`src/shared/rcl_pkg.sv`:
```
// constants, reset values and types for the clock configuration bank
// assumes an APB master on clk_sys_in and a host RAM port on the same clock
// Contract
// - while activate bit 0 is clear the host cannot reach the clock RAM.
// - bit 0 of both low base address bytes always reads zero and ignores writes.
// - reset loads base pair A with 0x0070 and base pair B with 0x0072.
// - the interrupt select register is read/write and resets to 0x08.
// - in the interrupt type register only bit 1 is writable; it resets to zero.
// - both DMA report registers are read-only and always return 0x04.
// - a set lock bit cannot be cleared by software, only by reset.
// - lock bit 3 drops all extended RAM writes and makes its reads return 0xFF.
// - lock bit 4 makes reads of extended bytes 0x00-0x1F return 0xFF.
// - lock bit 5 drops writes to extended bytes 0x00-0x1F.
// - the lock register resets to zero so no lock bit blocks anything after reset.
// - three read/write locator registers at F1, F2, F3 reset to zero.
// - lock bit 7 drops writes to standard bytes 0x38-0x3F and reads them as 0xFF.
// - lock bit 6 drops every write to standard and extended RAM.
package rcl_pkg;
    localparam int APB_AW = 12;

    // register indexes; byte address is four times the index
    localparam logic [7:0] IDX_ACTIVATE  = 8'h30;
    localparam logic [7:0] IDX_BASE_A_HI = 8'h60;
    localparam logic [7:0] IDX_BASE_A_LO = 8'h61;
    localparam logic [7:0] IDX_BASE_B_HI = 8'h62;
    localparam logic [7:0] IDX_BASE_B_LO = 8'h63;
    localparam logic [7:0] IDX_IRQ_SEL   = 8'h70;
    localparam logic [7:0] IDX_IRQ_TYPE  = 8'h71;
    localparam logic [7:0] IDX_DMA_A     = 8'h74;
    localparam logic [7:0] IDX_DMA_B     = 8'h75;
    localparam logic [7:0] IDX_LOCK      = 8'hF0;
    localparam logic [7:0] IDX_DATE_LOC  = 8'hF1;
    localparam logic [7:0] IDX_MONTH_LOC = 8'hF2;
    localparam logic [7:0] IDX_CENT_LOC  = 8'hF3;

    localparam logic [7:0] RST_ACTIVATE  = 8'h00;
    localparam logic [7:0] RST_BASE_HI   = 8'h00;
    localparam logic [7:0] RST_BASE_A_LO = 8'h70;
    localparam logic [7:0] RST_BASE_B_LO = 8'h72;
    localparam logic [7:0] RST_IRQ_SEL   = 8'h08;
    localparam logic [7:0] RST_IRQ_TYPE  = 8'h00;
    localparam logic [7:0] RST_LOCK      = 8'h00;
    localparam logic [6:0] RST_LOCATOR   = 7'h00;
    localparam logic [7:0] DMA_NONE      = 8'h04;

    localparam int         ACT_EN_BIT    = 0;
    localparam logic [7:0] BASE_LO_MASK  = 8'hFE;
    localparam logic [7:0] IRQ_TYPE_MASK = 8'h02;
    localparam logic [7:0] LOCK_MASK     = 8'hF8;
    localparam int         LK_EXT_ALL    = 3;
    localparam int         LK_EXT_RD     = 4;
    localparam int         LK_EXT_WR     = 5;
    localparam int         LK_ALL_WR     = 6;
    localparam int         LK_STD_HI     = 7;
    localparam logic [6:0] EXT_LOW_TOP   = 7'h1F;
    localparam logic [6:0] STD_HI_FIRST  = 7'h38;
    localparam logic [6:0] STD_HI_LAST   = 7'h3F;
    localparam logic [7:0] BLOCKED_BYTE  = 8'hFF;

    typedef enum logic [1:0] {
        RCL_IDLE = 2'h1,
        RCL_ACK  = 2'h2
    } rcl_apb_e;
endpackage

```
`src/shared/rcl_guard_if.sv`:
```
// carrier between the bank and its RAM access guard
// assumes both ends sit on clk_sys_in
`timescale 1ns/10ps
interface rcl_guard_if;
    logic       active;
    logic [7:0] lock;
    logic       ext;
    logic [6:0] addr;
    logic       wr_ok;
    logic       rd_blk;

    modport ctrl  (output active, output lock, output ext, output addr,
                   input wr_ok, input rd_blk);
    modport guard (input active, input lock, input ext, input addr,
                   output wr_ok, output rd_blk);
endinterface

```
`src/logic/rcl_config_top.sv`:
```
// configuration bank of the clock logical device with RAM lock gating
// assumes an APB3 master and a host RAM port, both on clk_sys_in;
// the RAM answers a read in the cycle after ram_rd_out
//
// Chosen here: the APB interface to the registers.
`timescale 1ns/10ps
module rcl_config_top (
    input  wire logic        clk_sys_in,
    input  wire logic        sys_rst_in,
    input  wire logic        psel_in,
    input  wire logic        penable_in,
    input  wire logic        pwrite_in,
    input  wire logic [11:0] paddr_in,
    input  wire logic [31:0] pwdata_in,
    output logic      [31:0] prdata_out,
    output logic             pready_out,
    output logic             pslverr_out,
    input  wire logic        host_req_in,
    input  wire logic        host_wr_in,
    input  wire logic        host_ext_in,
    input  wire logic [6:0]  host_addr_in,
    input  wire logic [7:0]  host_wdata_in,
    input  wire logic [7:0]  ram_rdata_in,
    output logic             ram_we_out,
    output logic             ram_rd_out,
    output logic             ram_ext_out,
    output logic      [6:0]  ram_addr_out,
    output logic      [7:0]  ram_wdata_out,
    output logic             host_rvalid_out,
    output logic      [7:0]  host_rdata_out,
    output logic             rtc_enable_out,
    output logic      [15:0] base_a_out,
    output logic      [15:0] base_b_out,
    output logic      [7:0]  irq_select_out,
    output logic      [7:0]  irq_type_out,
    output logic      [7:0]  lock_out,
    output logic      [6:0]  date_loc_out,
    output logic      [6:0]  month_loc_out,
    output logic      [6:0]  century_loc_out
);
    typedef struct packed {
        rcl_pkg::rcl_apb_e apb;
        logic              pready;
        logic              pslverr;
        logic [31:0]       prdata;
        logic [7:0]        activate;
        logic [7:0]        base_a_hi;
        logic [7:0]        base_a_lo;
        logic [7:0]        base_b_hi;
        logic [7:0]        base_b_lo;
        logic [7:0]        irq_sel;
        logic [7:0]        irq_type;
        logic [7:0]        lock;
        logic [6:0]        date_loc;
        logic [6:0]        month_loc;
        logic [6:0]        cent_loc;
        logic              ram_we;
        logic              ram_rd;
        logic              ram_ext;
        logic [6:0]        ram_addr;
        logic [7:0]        ram_wdata;
        logic              rd_pend1;
        logic              rd_blk1;
        logic              rd_pend2;
        logic              rd_blk2;
        logic              host_rvalid;
        logic [7:0]        host_rdata;
    } rcl_state_s;

    rcl_state_s cur;
    rcl_state_s next_cur;

    rcl_guard_if g ();

    rcl_ram_guard u_guard (
        .g (g.guard)
    );

    // register index match, used by both read and write decode
    function automatic logic hit(input logic [11:0] a, input logic [7:0] idx);
        return a == {2'h0, idx, 2'h0};
    endfunction

    function automatic logic mapped(input logic [11:0] a);
        return hit(a, rcl_pkg::IDX_ACTIVATE)  || hit(a, rcl_pkg::IDX_BASE_A_HI) ||
               hit(a, rcl_pkg::IDX_BASE_A_LO) || hit(a, rcl_pkg::IDX_BASE_B_HI) ||
               hit(a, rcl_pkg::IDX_BASE_B_LO) || hit(a, rcl_pkg::IDX_IRQ_SEL)   ||
               hit(a, rcl_pkg::IDX_IRQ_TYPE)  || hit(a, rcl_pkg::IDX_DMA_A)     ||
               hit(a, rcl_pkg::IDX_DMA_B)     || hit(a, rcl_pkg::IDX_LOCK)      ||
               hit(a, rcl_pkg::IDX_DATE_LOC)  || hit(a, rcl_pkg::IDX_MONTH_LOC) ||
               hit(a, rcl_pkg::IDX_CENT_LOC);
    endfunction

    function automatic logic [7:0] rd_byte(input rcl_state_s s, input logic [11:0] a);
        logic [7:0] v;
        v = 8'h00;
        if (hit(a, rcl_pkg::IDX_ACTIVATE)) begin
            v = s.activate;
        end
        if (hit(a, rcl_pkg::IDX_BASE_A_HI)) begin
            v = s.base_a_hi;
        end
        if (hit(a, rcl_pkg::IDX_BASE_A_LO)) begin
            v = s.base_a_lo & rcl_pkg::BASE_LO_MASK;
        end
        if (hit(a, rcl_pkg::IDX_BASE_B_HI)) begin
            v = s.base_b_hi;
        end
        if (hit(a, rcl_pkg::IDX_BASE_B_LO)) begin
            v = s.base_b_lo & rcl_pkg::BASE_LO_MASK;
        end
        if (hit(a, rcl_pkg::IDX_IRQ_SEL)) begin
            v = s.irq_sel;
        end
        if (hit(a, rcl_pkg::IDX_IRQ_TYPE)) begin
            v = s.irq_type;
        end
        if (hit(a, rcl_pkg::IDX_DMA_A) || hit(a, rcl_pkg::IDX_DMA_B)) begin
            v = rcl_pkg::DMA_NONE;
        end
        if (hit(a, rcl_pkg::IDX_LOCK)) begin
            v = s.lock & rcl_pkg::LOCK_MASK;
        end
        // bit 7 of each locator is reserved and reads zero
        if (hit(a, rcl_pkg::IDX_DATE_LOC)) begin
            v = {1'b0, s.date_loc};
        end
        if (hit(a, rcl_pkg::IDX_MONTH_LOC)) begin
            v = {1'b0, s.month_loc};
        end
        if (hit(a, rcl_pkg::IDX_CENT_LOC)) begin
            v = {1'b0, s.cent_loc};
        end
        return v;
    endfunction

    // guard sees the request in the cycle it arrives
    assign g.active = cur.activate[rcl_pkg::ACT_EN_BIT];
    assign g.lock   = cur.lock;
    assign g.ext    = host_ext_in;
    assign g.addr   = host_addr_in;

    logic [7:0] wb;

    always_comb begin
        next_cur = cur;
        wb       = pwdata_in[7:0];

        // APB slave: answer in the first access cycle
        unique case (cur.apb)
            rcl_pkg::RCL_IDLE: begin
                next_cur.pready  = 1'b0;
                next_cur.pslverr = 1'b0;
                if (psel_in && !penable_in) begin
                    next_cur.apb     = rcl_pkg::RCL_ACK;
                    next_cur.pready  = 1'b1;
                    next_cur.pslverr = !mapped(paddr_in);
                    next_cur.prdata  = {24'h000000, rd_byte(cur, paddr_in)};
                end
            end
            rcl_pkg::RCL_ACK: begin
                next_cur.apb     = rcl_pkg::RCL_IDLE;
                next_cur.pready  = 1'b0;
                next_cur.pslverr = 1'b0;
                // the write lands on the edge where pready is seen high
                if (psel_in && penable_in && pwrite_in) begin
                    if (hit(paddr_in, rcl_pkg::IDX_ACTIVATE)) begin
                        next_cur.activate = wb;
                    end
                    if (hit(paddr_in, rcl_pkg::IDX_BASE_A_HI)) begin
                        next_cur.base_a_hi = wb;
                    end
                    if (hit(paddr_in, rcl_pkg::IDX_BASE_A_LO)) begin
                        next_cur.base_a_lo = wb & rcl_pkg::BASE_LO_MASK;
                    end
                    if (hit(paddr_in, rcl_pkg::IDX_BASE_B_HI)) begin
                        next_cur.base_b_hi = wb;
                    end
                    if (hit(paddr_in, rcl_pkg::IDX_BASE_B_LO)) begin
                        next_cur.base_b_lo = wb & rcl_pkg::BASE_LO_MASK;
                    end
                    if (hit(paddr_in, rcl_pkg::IDX_IRQ_SEL)) begin
                        next_cur.irq_sel = wb;
                    end
                    if (hit(paddr_in, rcl_pkg::IDX_IRQ_TYPE)) begin
                        next_cur.irq_type = (cur.irq_type & ~rcl_pkg::IRQ_TYPE_MASK)
                                          | (wb & rcl_pkg::IRQ_TYPE_MASK);
                    end
                    // ones only ever add; a zero written never clears a lock
                    if (hit(paddr_in, rcl_pkg::IDX_LOCK)) begin
                        next_cur.lock = cur.lock | (wb & rcl_pkg::LOCK_MASK);
                    end
                    if (hit(paddr_in, rcl_pkg::IDX_DATE_LOC)) begin
                        next_cur.date_loc = wb[6:0];
                    end
                    if (hit(paddr_in, rcl_pkg::IDX_MONTH_LOC)) begin
                        next_cur.month_loc = wb[6:0];
                    end
                    if (hit(paddr_in, rcl_pkg::IDX_CENT_LOC)) begin
                        next_cur.cent_loc = wb[6:0];
                    end
                end
            end
            default: begin
                next_cur.apb     = rcl_pkg::RCL_IDLE;
                next_cur.pready  = 1'b0;
                next_cur.pslverr = 1'b0;
            end
        endcase

        // host RAM port: blocked writes never reach the RAM
        next_cur.ram_we    = host_req_in && host_wr_in && g.wr_ok;
        next_cur.ram_rd    = host_req_in && !host_wr_in && !g.rd_blk;
        next_cur.ram_ext   = host_ext_in;
        next_cur.ram_addr  = host_addr_in;
        next_cur.ram_wdata = host_wdata_in;

        // read answer two cycles after the RAM strobe window
        next_cur.rd_pend1    = host_req_in && !host_wr_in;
        next_cur.rd_blk1     = g.rd_blk;
        next_cur.rd_pend2    = cur.rd_pend1;
        next_cur.rd_blk2     = cur.rd_blk1;
        next_cur.host_rvalid = cur.rd_pend2;
        if (cur.rd_pend2) begin
            // masked reads never look at the RAM data
            next_cur.host_rdata = cur.rd_blk2 ? rcl_pkg::BLOCKED_BYTE
                                              : ram_rdata_in;
        end
    end

    always_ff @(posedge clk_sys_in or posedge sys_rst_in) begin
        if (sys_rst_in) begin
            cur.apb         <= rcl_pkg::RCL_IDLE;
            cur.pready      <= 1'b0;
            cur.pslverr     <= 1'b0;
            cur.prdata      <= 32'h00000000;
            cur.activate    <= rcl_pkg::RST_ACTIVATE;
            cur.base_a_hi   <= rcl_pkg::RST_BASE_HI;
            cur.base_a_lo   <= rcl_pkg::RST_BASE_A_LO;
            cur.base_b_hi   <= rcl_pkg::RST_BASE_HI;
            cur.base_b_lo   <= rcl_pkg::RST_BASE_B_LO;
            cur.irq_sel     <= rcl_pkg::RST_IRQ_SEL;
            cur.irq_type    <= rcl_pkg::RST_IRQ_TYPE;
            cur.lock        <= rcl_pkg::RST_LOCK;
            cur.date_loc    <= rcl_pkg::RST_LOCATOR;
            cur.month_loc   <= rcl_pkg::RST_LOCATOR;
            cur.cent_loc    <= rcl_pkg::RST_LOCATOR;
            cur.ram_we      <= 1'b0;
            cur.ram_rd      <= 1'b0;
            cur.ram_ext     <= 1'b0;
            cur.ram_addr    <= 7'h00;
            cur.ram_wdata   <= 8'h00;
            cur.rd_pend1    <= 1'b0;
            cur.rd_blk1     <= 1'b0;
            cur.rd_pend2    <= 1'b0;
            cur.rd_blk2     <= 1'b0;
            cur.host_rvalid <= 1'b0;
            cur.host_rdata  <= 8'h00;
        end else begin
            cur <= next_cur;
        end
    end

    assign prdata_out      = cur.prdata;
    assign pready_out      = cur.pready;
    assign pslverr_out     = cur.pslverr;
    assign ram_we_out      = cur.ram_we;
    assign ram_rd_out      = cur.ram_rd;
    assign ram_ext_out     = cur.ram_ext;
    assign ram_addr_out    = cur.ram_addr;
    assign ram_wdata_out   = cur.ram_wdata;
    assign host_rvalid_out = cur.host_rvalid;
    assign host_rdata_out  = cur.host_rdata;
    assign rtc_enable_out  = cur.activate[rcl_pkg::ACT_EN_BIT];
    assign base_a_out      = {cur.base_a_hi, cur.base_a_lo};
    assign base_b_out      = {cur.base_b_hi, cur.base_b_lo};
    assign irq_select_out  = cur.irq_sel;
    assign irq_type_out    = cur.irq_type;
    assign lock_out        = cur.lock;
    assign date_loc_out    = cur.date_loc;
    assign month_loc_out   = cur.month_loc;
    assign century_loc_out = cur.cent_loc;
endmodule

```
`src/logic/rcl_ram_guard.sv`:
```
// decides per host RAM byte whether a write passes and a read is masked
// assumes lock bits and activate come from registers of the bank
`timescale 1ns/10ps
module rcl_ram_guard (
    rcl_guard_if.guard g
);
    logic ext_low;
    logic std_hi;

    always_comb begin
        ext_low = (g.addr <= rcl_pkg::EXT_LOW_TOP);
        std_hi  = (g.addr >= rcl_pkg::STD_HI_FIRST) && (g.addr <= rcl_pkg::STD_HI_LAST);
        // each blocking bit is and-ed in on its own, so all apply together
        g.wr_ok = g.active && !g.lock[rcl_pkg::LK_ALL_WR];
        g.rd_blk = !g.active;
        if (g.ext) begin
            if (g.lock[rcl_pkg::LK_EXT_ALL]) begin
                g.wr_ok  = 1'b0;
                g.rd_blk = 1'b1;
            end
            if (g.lock[rcl_pkg::LK_EXT_RD] && ext_low) begin
                g.rd_blk = 1'b1;
            end
            if (g.lock[rcl_pkg::LK_EXT_WR] && ext_low) begin
                g.wr_ok = 1'b0;
            end
        end else if (g.lock[rcl_pkg::LK_STD_HI] && std_hi) begin
            g.wr_ok  = 1'b0;
            g.rd_blk = 1'b1;
        end
    end
endmodule

```
`config.mk`:
```
export PLATFORM = sky130hd
export DESIGN_NAME = rcl_config_top
export DESIGN_NICKNAME = d
export VERILOG_FILES = /design/src/shared/rcl_pkg.sv /design/src/shared/rcl_guard_if.sv /design/src/logic/rcl_config_top.sv /design/src/logic/rcl_ram_guard.sv
export SDC_FILE = /design/constraint.sdc
export NUM_CORES = 1
export LEC_CHECK = 0
export BUFFER_PORTS_ARGS = -buffer_cell sky130_fd_sc_hd__buf_2
export CORE_MARGIN = 5
export CORE_UTILIZATION = 51
export CTS_CLUSTER_DIAMETER = 120
export DETAILED_ROUTE_END_ITERATION = 6
export PLACE_DENSITY = 0.89
export SLEW_MARGIN = 20
export SYNTH_ARGS = -nofsm -noshare
export SYNTH_HDL_FRONTEND = slang
export SYNTH_SLANG_ARGS = --single-unit
```
`constraint.sdc`:
```
create_clock -name clk_sys_in -period 4.4 [get_ports clk_sys_in]
set_input_delay 0.88 -clock clk_sys_in [delete_from_list [all_inputs] [get_ports clk_sys_in]]
set_output_delay 0.88 -clock clk_sys_in [all_outputs]
set_load 0.1 [all_outputs]
```
==> summary.md <==
| Metric | Value |
|---|---|
| Seq cells post-synth | `116` |
| Design Area, Final | `0.00688 mm^2` |
| First-pass GRT wire length | `25.9 mm` |
| Vias per cell | `5.62` |
| Top FF cell, synth | `dfrtp_1` |
| Max FO, Critical Path | `24` |
| Final HPWL from detailed placement | `12.9 mm` |
| Routed wire length | `17.0 mm` |
| Final period utilization | `61.9%` |
| GR Util All Layers | `23.7%` |
| Die ar. | `0.0146 mm^2` |
| Final hold violation count | `0` |
| EDFF count, synth | `0` |
| Arrival time at the worst endpoint | `3020 ps` |
| Fin nets | `693` |
| RSZ-0062 raised after global routing | `no` |
| Placed Area | `0.00627 mm^2` |
| Mapped Area | `0.00625 mm^2` |
| Crit path capture type | `flop` |
| First DRT Iteration DRCs | `344` |
| MaxCap Viol Count | `0` |
| Worst reg2reg setup slack | `2170 ps` |
| Hold Path Sink | `cur[9]` |
| Post-Synthesis Cells | `559` |
| Post-route DRC | `0` |
| ANT nets after route | `0` |
| Antenna violations before repair | `0` |
| Largest net degree at the start of global routing | `76` |
| Final min period | `2720 ps` |
| Clk_lat worst skew | `420 ps` |
| Max Fclk | `367 MHz` |
| Final Max Tran Viols | `0` |
| Min-delay src | `cur[11]` |
| VDD IR-drop max | `280 uV` |
| Core outline area | `0.0120 mm^2` |
| Die height | `121 um` |
| PwrDens | `411 mW/mm^2` |
| Postcts setup bufs | `0` |
| R2R cell count | `5` |
| Post-synthesis sequential area ratio | `46.6%` |
| Starting density of the core | `52.0%` |
| Clk buf depth | `2` |
| Most common cell after layout, fill and taps aside | `buf_2` |
| Clock sinks | `116` |
| Required @ worst endpoint | `4690 ps` |
| Most frequent cells in the layout | `153 x buf_2, 107 x dfrtp_1, 52 x mux2_2` |
| Hold path depth | `0` |
| Clock slew at reported path FFs | `50 ps` |
| H-tree depth | `4` |
| Total CTS buffers | `17` |
| Slew HR | `39.5%` |
| Reg2reg start | `cur[150]` |
| Detailed-routing iteration count for the pre-antenna-repair pass | `5` |
| Hold Path Class | `flop to flop` |
| Root buffer cell | `clkbuf_16` |
| Vias in the first global route | `4430` |
| Hold_buf cts | `0` |
| Ys async rst share | `100%` |
| Reg2reg end | `prdata_out[5]` |
| IO buf count | `153` |
| Critical path class | `primary input to flop` |
| Mapped Avg Cell Area | `11.2 um^2` |
| Leak Pwr | `3.58 nW` |
| Final setup vio count | `0` |
| Status | `finished clean` |
| Post-CTS sizing | `0` |
| CTS tree | `yes` |
| Synth Warn # | `0` |
| Setup Skew | `12.9 ps` |
| Share of layout cells above drive strength 1 | `44.4%` |
| Die width | `121 um` |
| Via count | `4375` |
| Area delta synth->final | `10.0%` |
| Top Ports | `214` |
| Remaining Overflow, GRT | `0` |
| Routability cong. | `0.951` |
| Placement Rows | `40` |
| Total power | `2.83 mW` |
| Synth unique cells | `72` |
| Ant diodes | `0` |
| Worst slew pin tran | `907 ps` |
| Setup TNS | `0 ps` |
| Worst Setup Start Kind | `primary input` |
| Routed WL per cell | `21.9 um` |
flip-flops by register name, summed over array words and instances, names as in the netlist, 5 cells and up:
| signal | flops |
|---|---|
| base_a_out | 15 |
| base_b_out | 15 |
| cur | 13 |
| host_rdata_out | 8 |
| irq_select_out | 8 |
| prdata_out | 8 |
| ram_wdata_out | 8 |
| century_loc_out | 7 |
| date_loc_out | 7 |
| month_loc_out | 7 |
| ram_addr_out | 7 |
| lock_out | 5 |
metrics by stage:
stage / setup WS, ps / util [%] / cells / hold WS, ps
2_1_floorplan: 462 / - / 594 / 331
3_3_place_gp: 1330 / 52.2 / 746 / 332
3_5_place_dp: 1320 / 52.2 / 746 / 337
4_1_cts: 1750 / 57.3 / 778 / 350
5_1_grt: 1630 / 57.3 / 778 / 365
6_report: 1680 / 57.3 / 778 / 347
metal layers:
layer / part of all wire [%] / global-route usage (%)
met2: 48 / 38.2
met1: 42 / 31.1
met4: 2.2 / 7.08
met5: 0 / 0
met3: 7.4 / 6.97
Yosys cell counts (all sizes together), types with 8 or more instances:
library cell	count	area (um^2)
a21oi	24	120
o22a	8	70.1
dfrtp	107	2680
nand2	21	96.3
o21ai	15	75.1
buf	150	1100
dfstp	9	236
o22ai	9	62.6
nand3	15	90.1
nor2	25	98.8
mux2	70	818
how the worst max path moves through the flow:
stage	cells after the start	start	end
2_1_floorplan	1	sys_rst_in	base_a_out[10]
3_3_place_gp	6	paddr_in[2]	cur[112]
3_5_place_dp	6	paddr_in[2]	rtc_enable_out
4_1_cts	6	paddr_in[2]	cur[112]
5_1_grt	6	paddr_in[2]	cur[110]
6_report	6	paddr_in[2]	cur[110]
report_power, final:
group	switching, mW	internal (mW)
combinational	0.299	0.0435
clock	0.508	0.895
sequential	0.00412	1.08
cell type report:
type / count / area [um^2]
sequential: 116 / 2910
timing repair buffer: 160 / 818
clock inverter: 14 / 178
fill: 1002 / 5130
tap: 147 / 184
multi-input combinational: 316 / 2330
clock buffer: 18 / 429
inverter: 7 / 28.8
worst max-delay path, stage by stage:
cell     delay (ps)
buf_2           270
nor4_4          590
buf_4           240
and4b_1         470
nand2_4         220
mux2_4          340
logic make-up (layout without fill, tap and decap cells):
kind of cell / count (synthesis) / after routing / synth area share (%)
compound gates: 97 / 97 / 10.7
xor+xnor: 1 / 1 / 0.140
buf+inv: 162 / 199 / 18.3
flops: 116 / 116 / 46.6
mux: 72 / 72 / 13.6
other cells: 1 / 36 / 0.0600
simple gates: 110 / 110 / 10.6
Power figures use the tool's default switching activity.
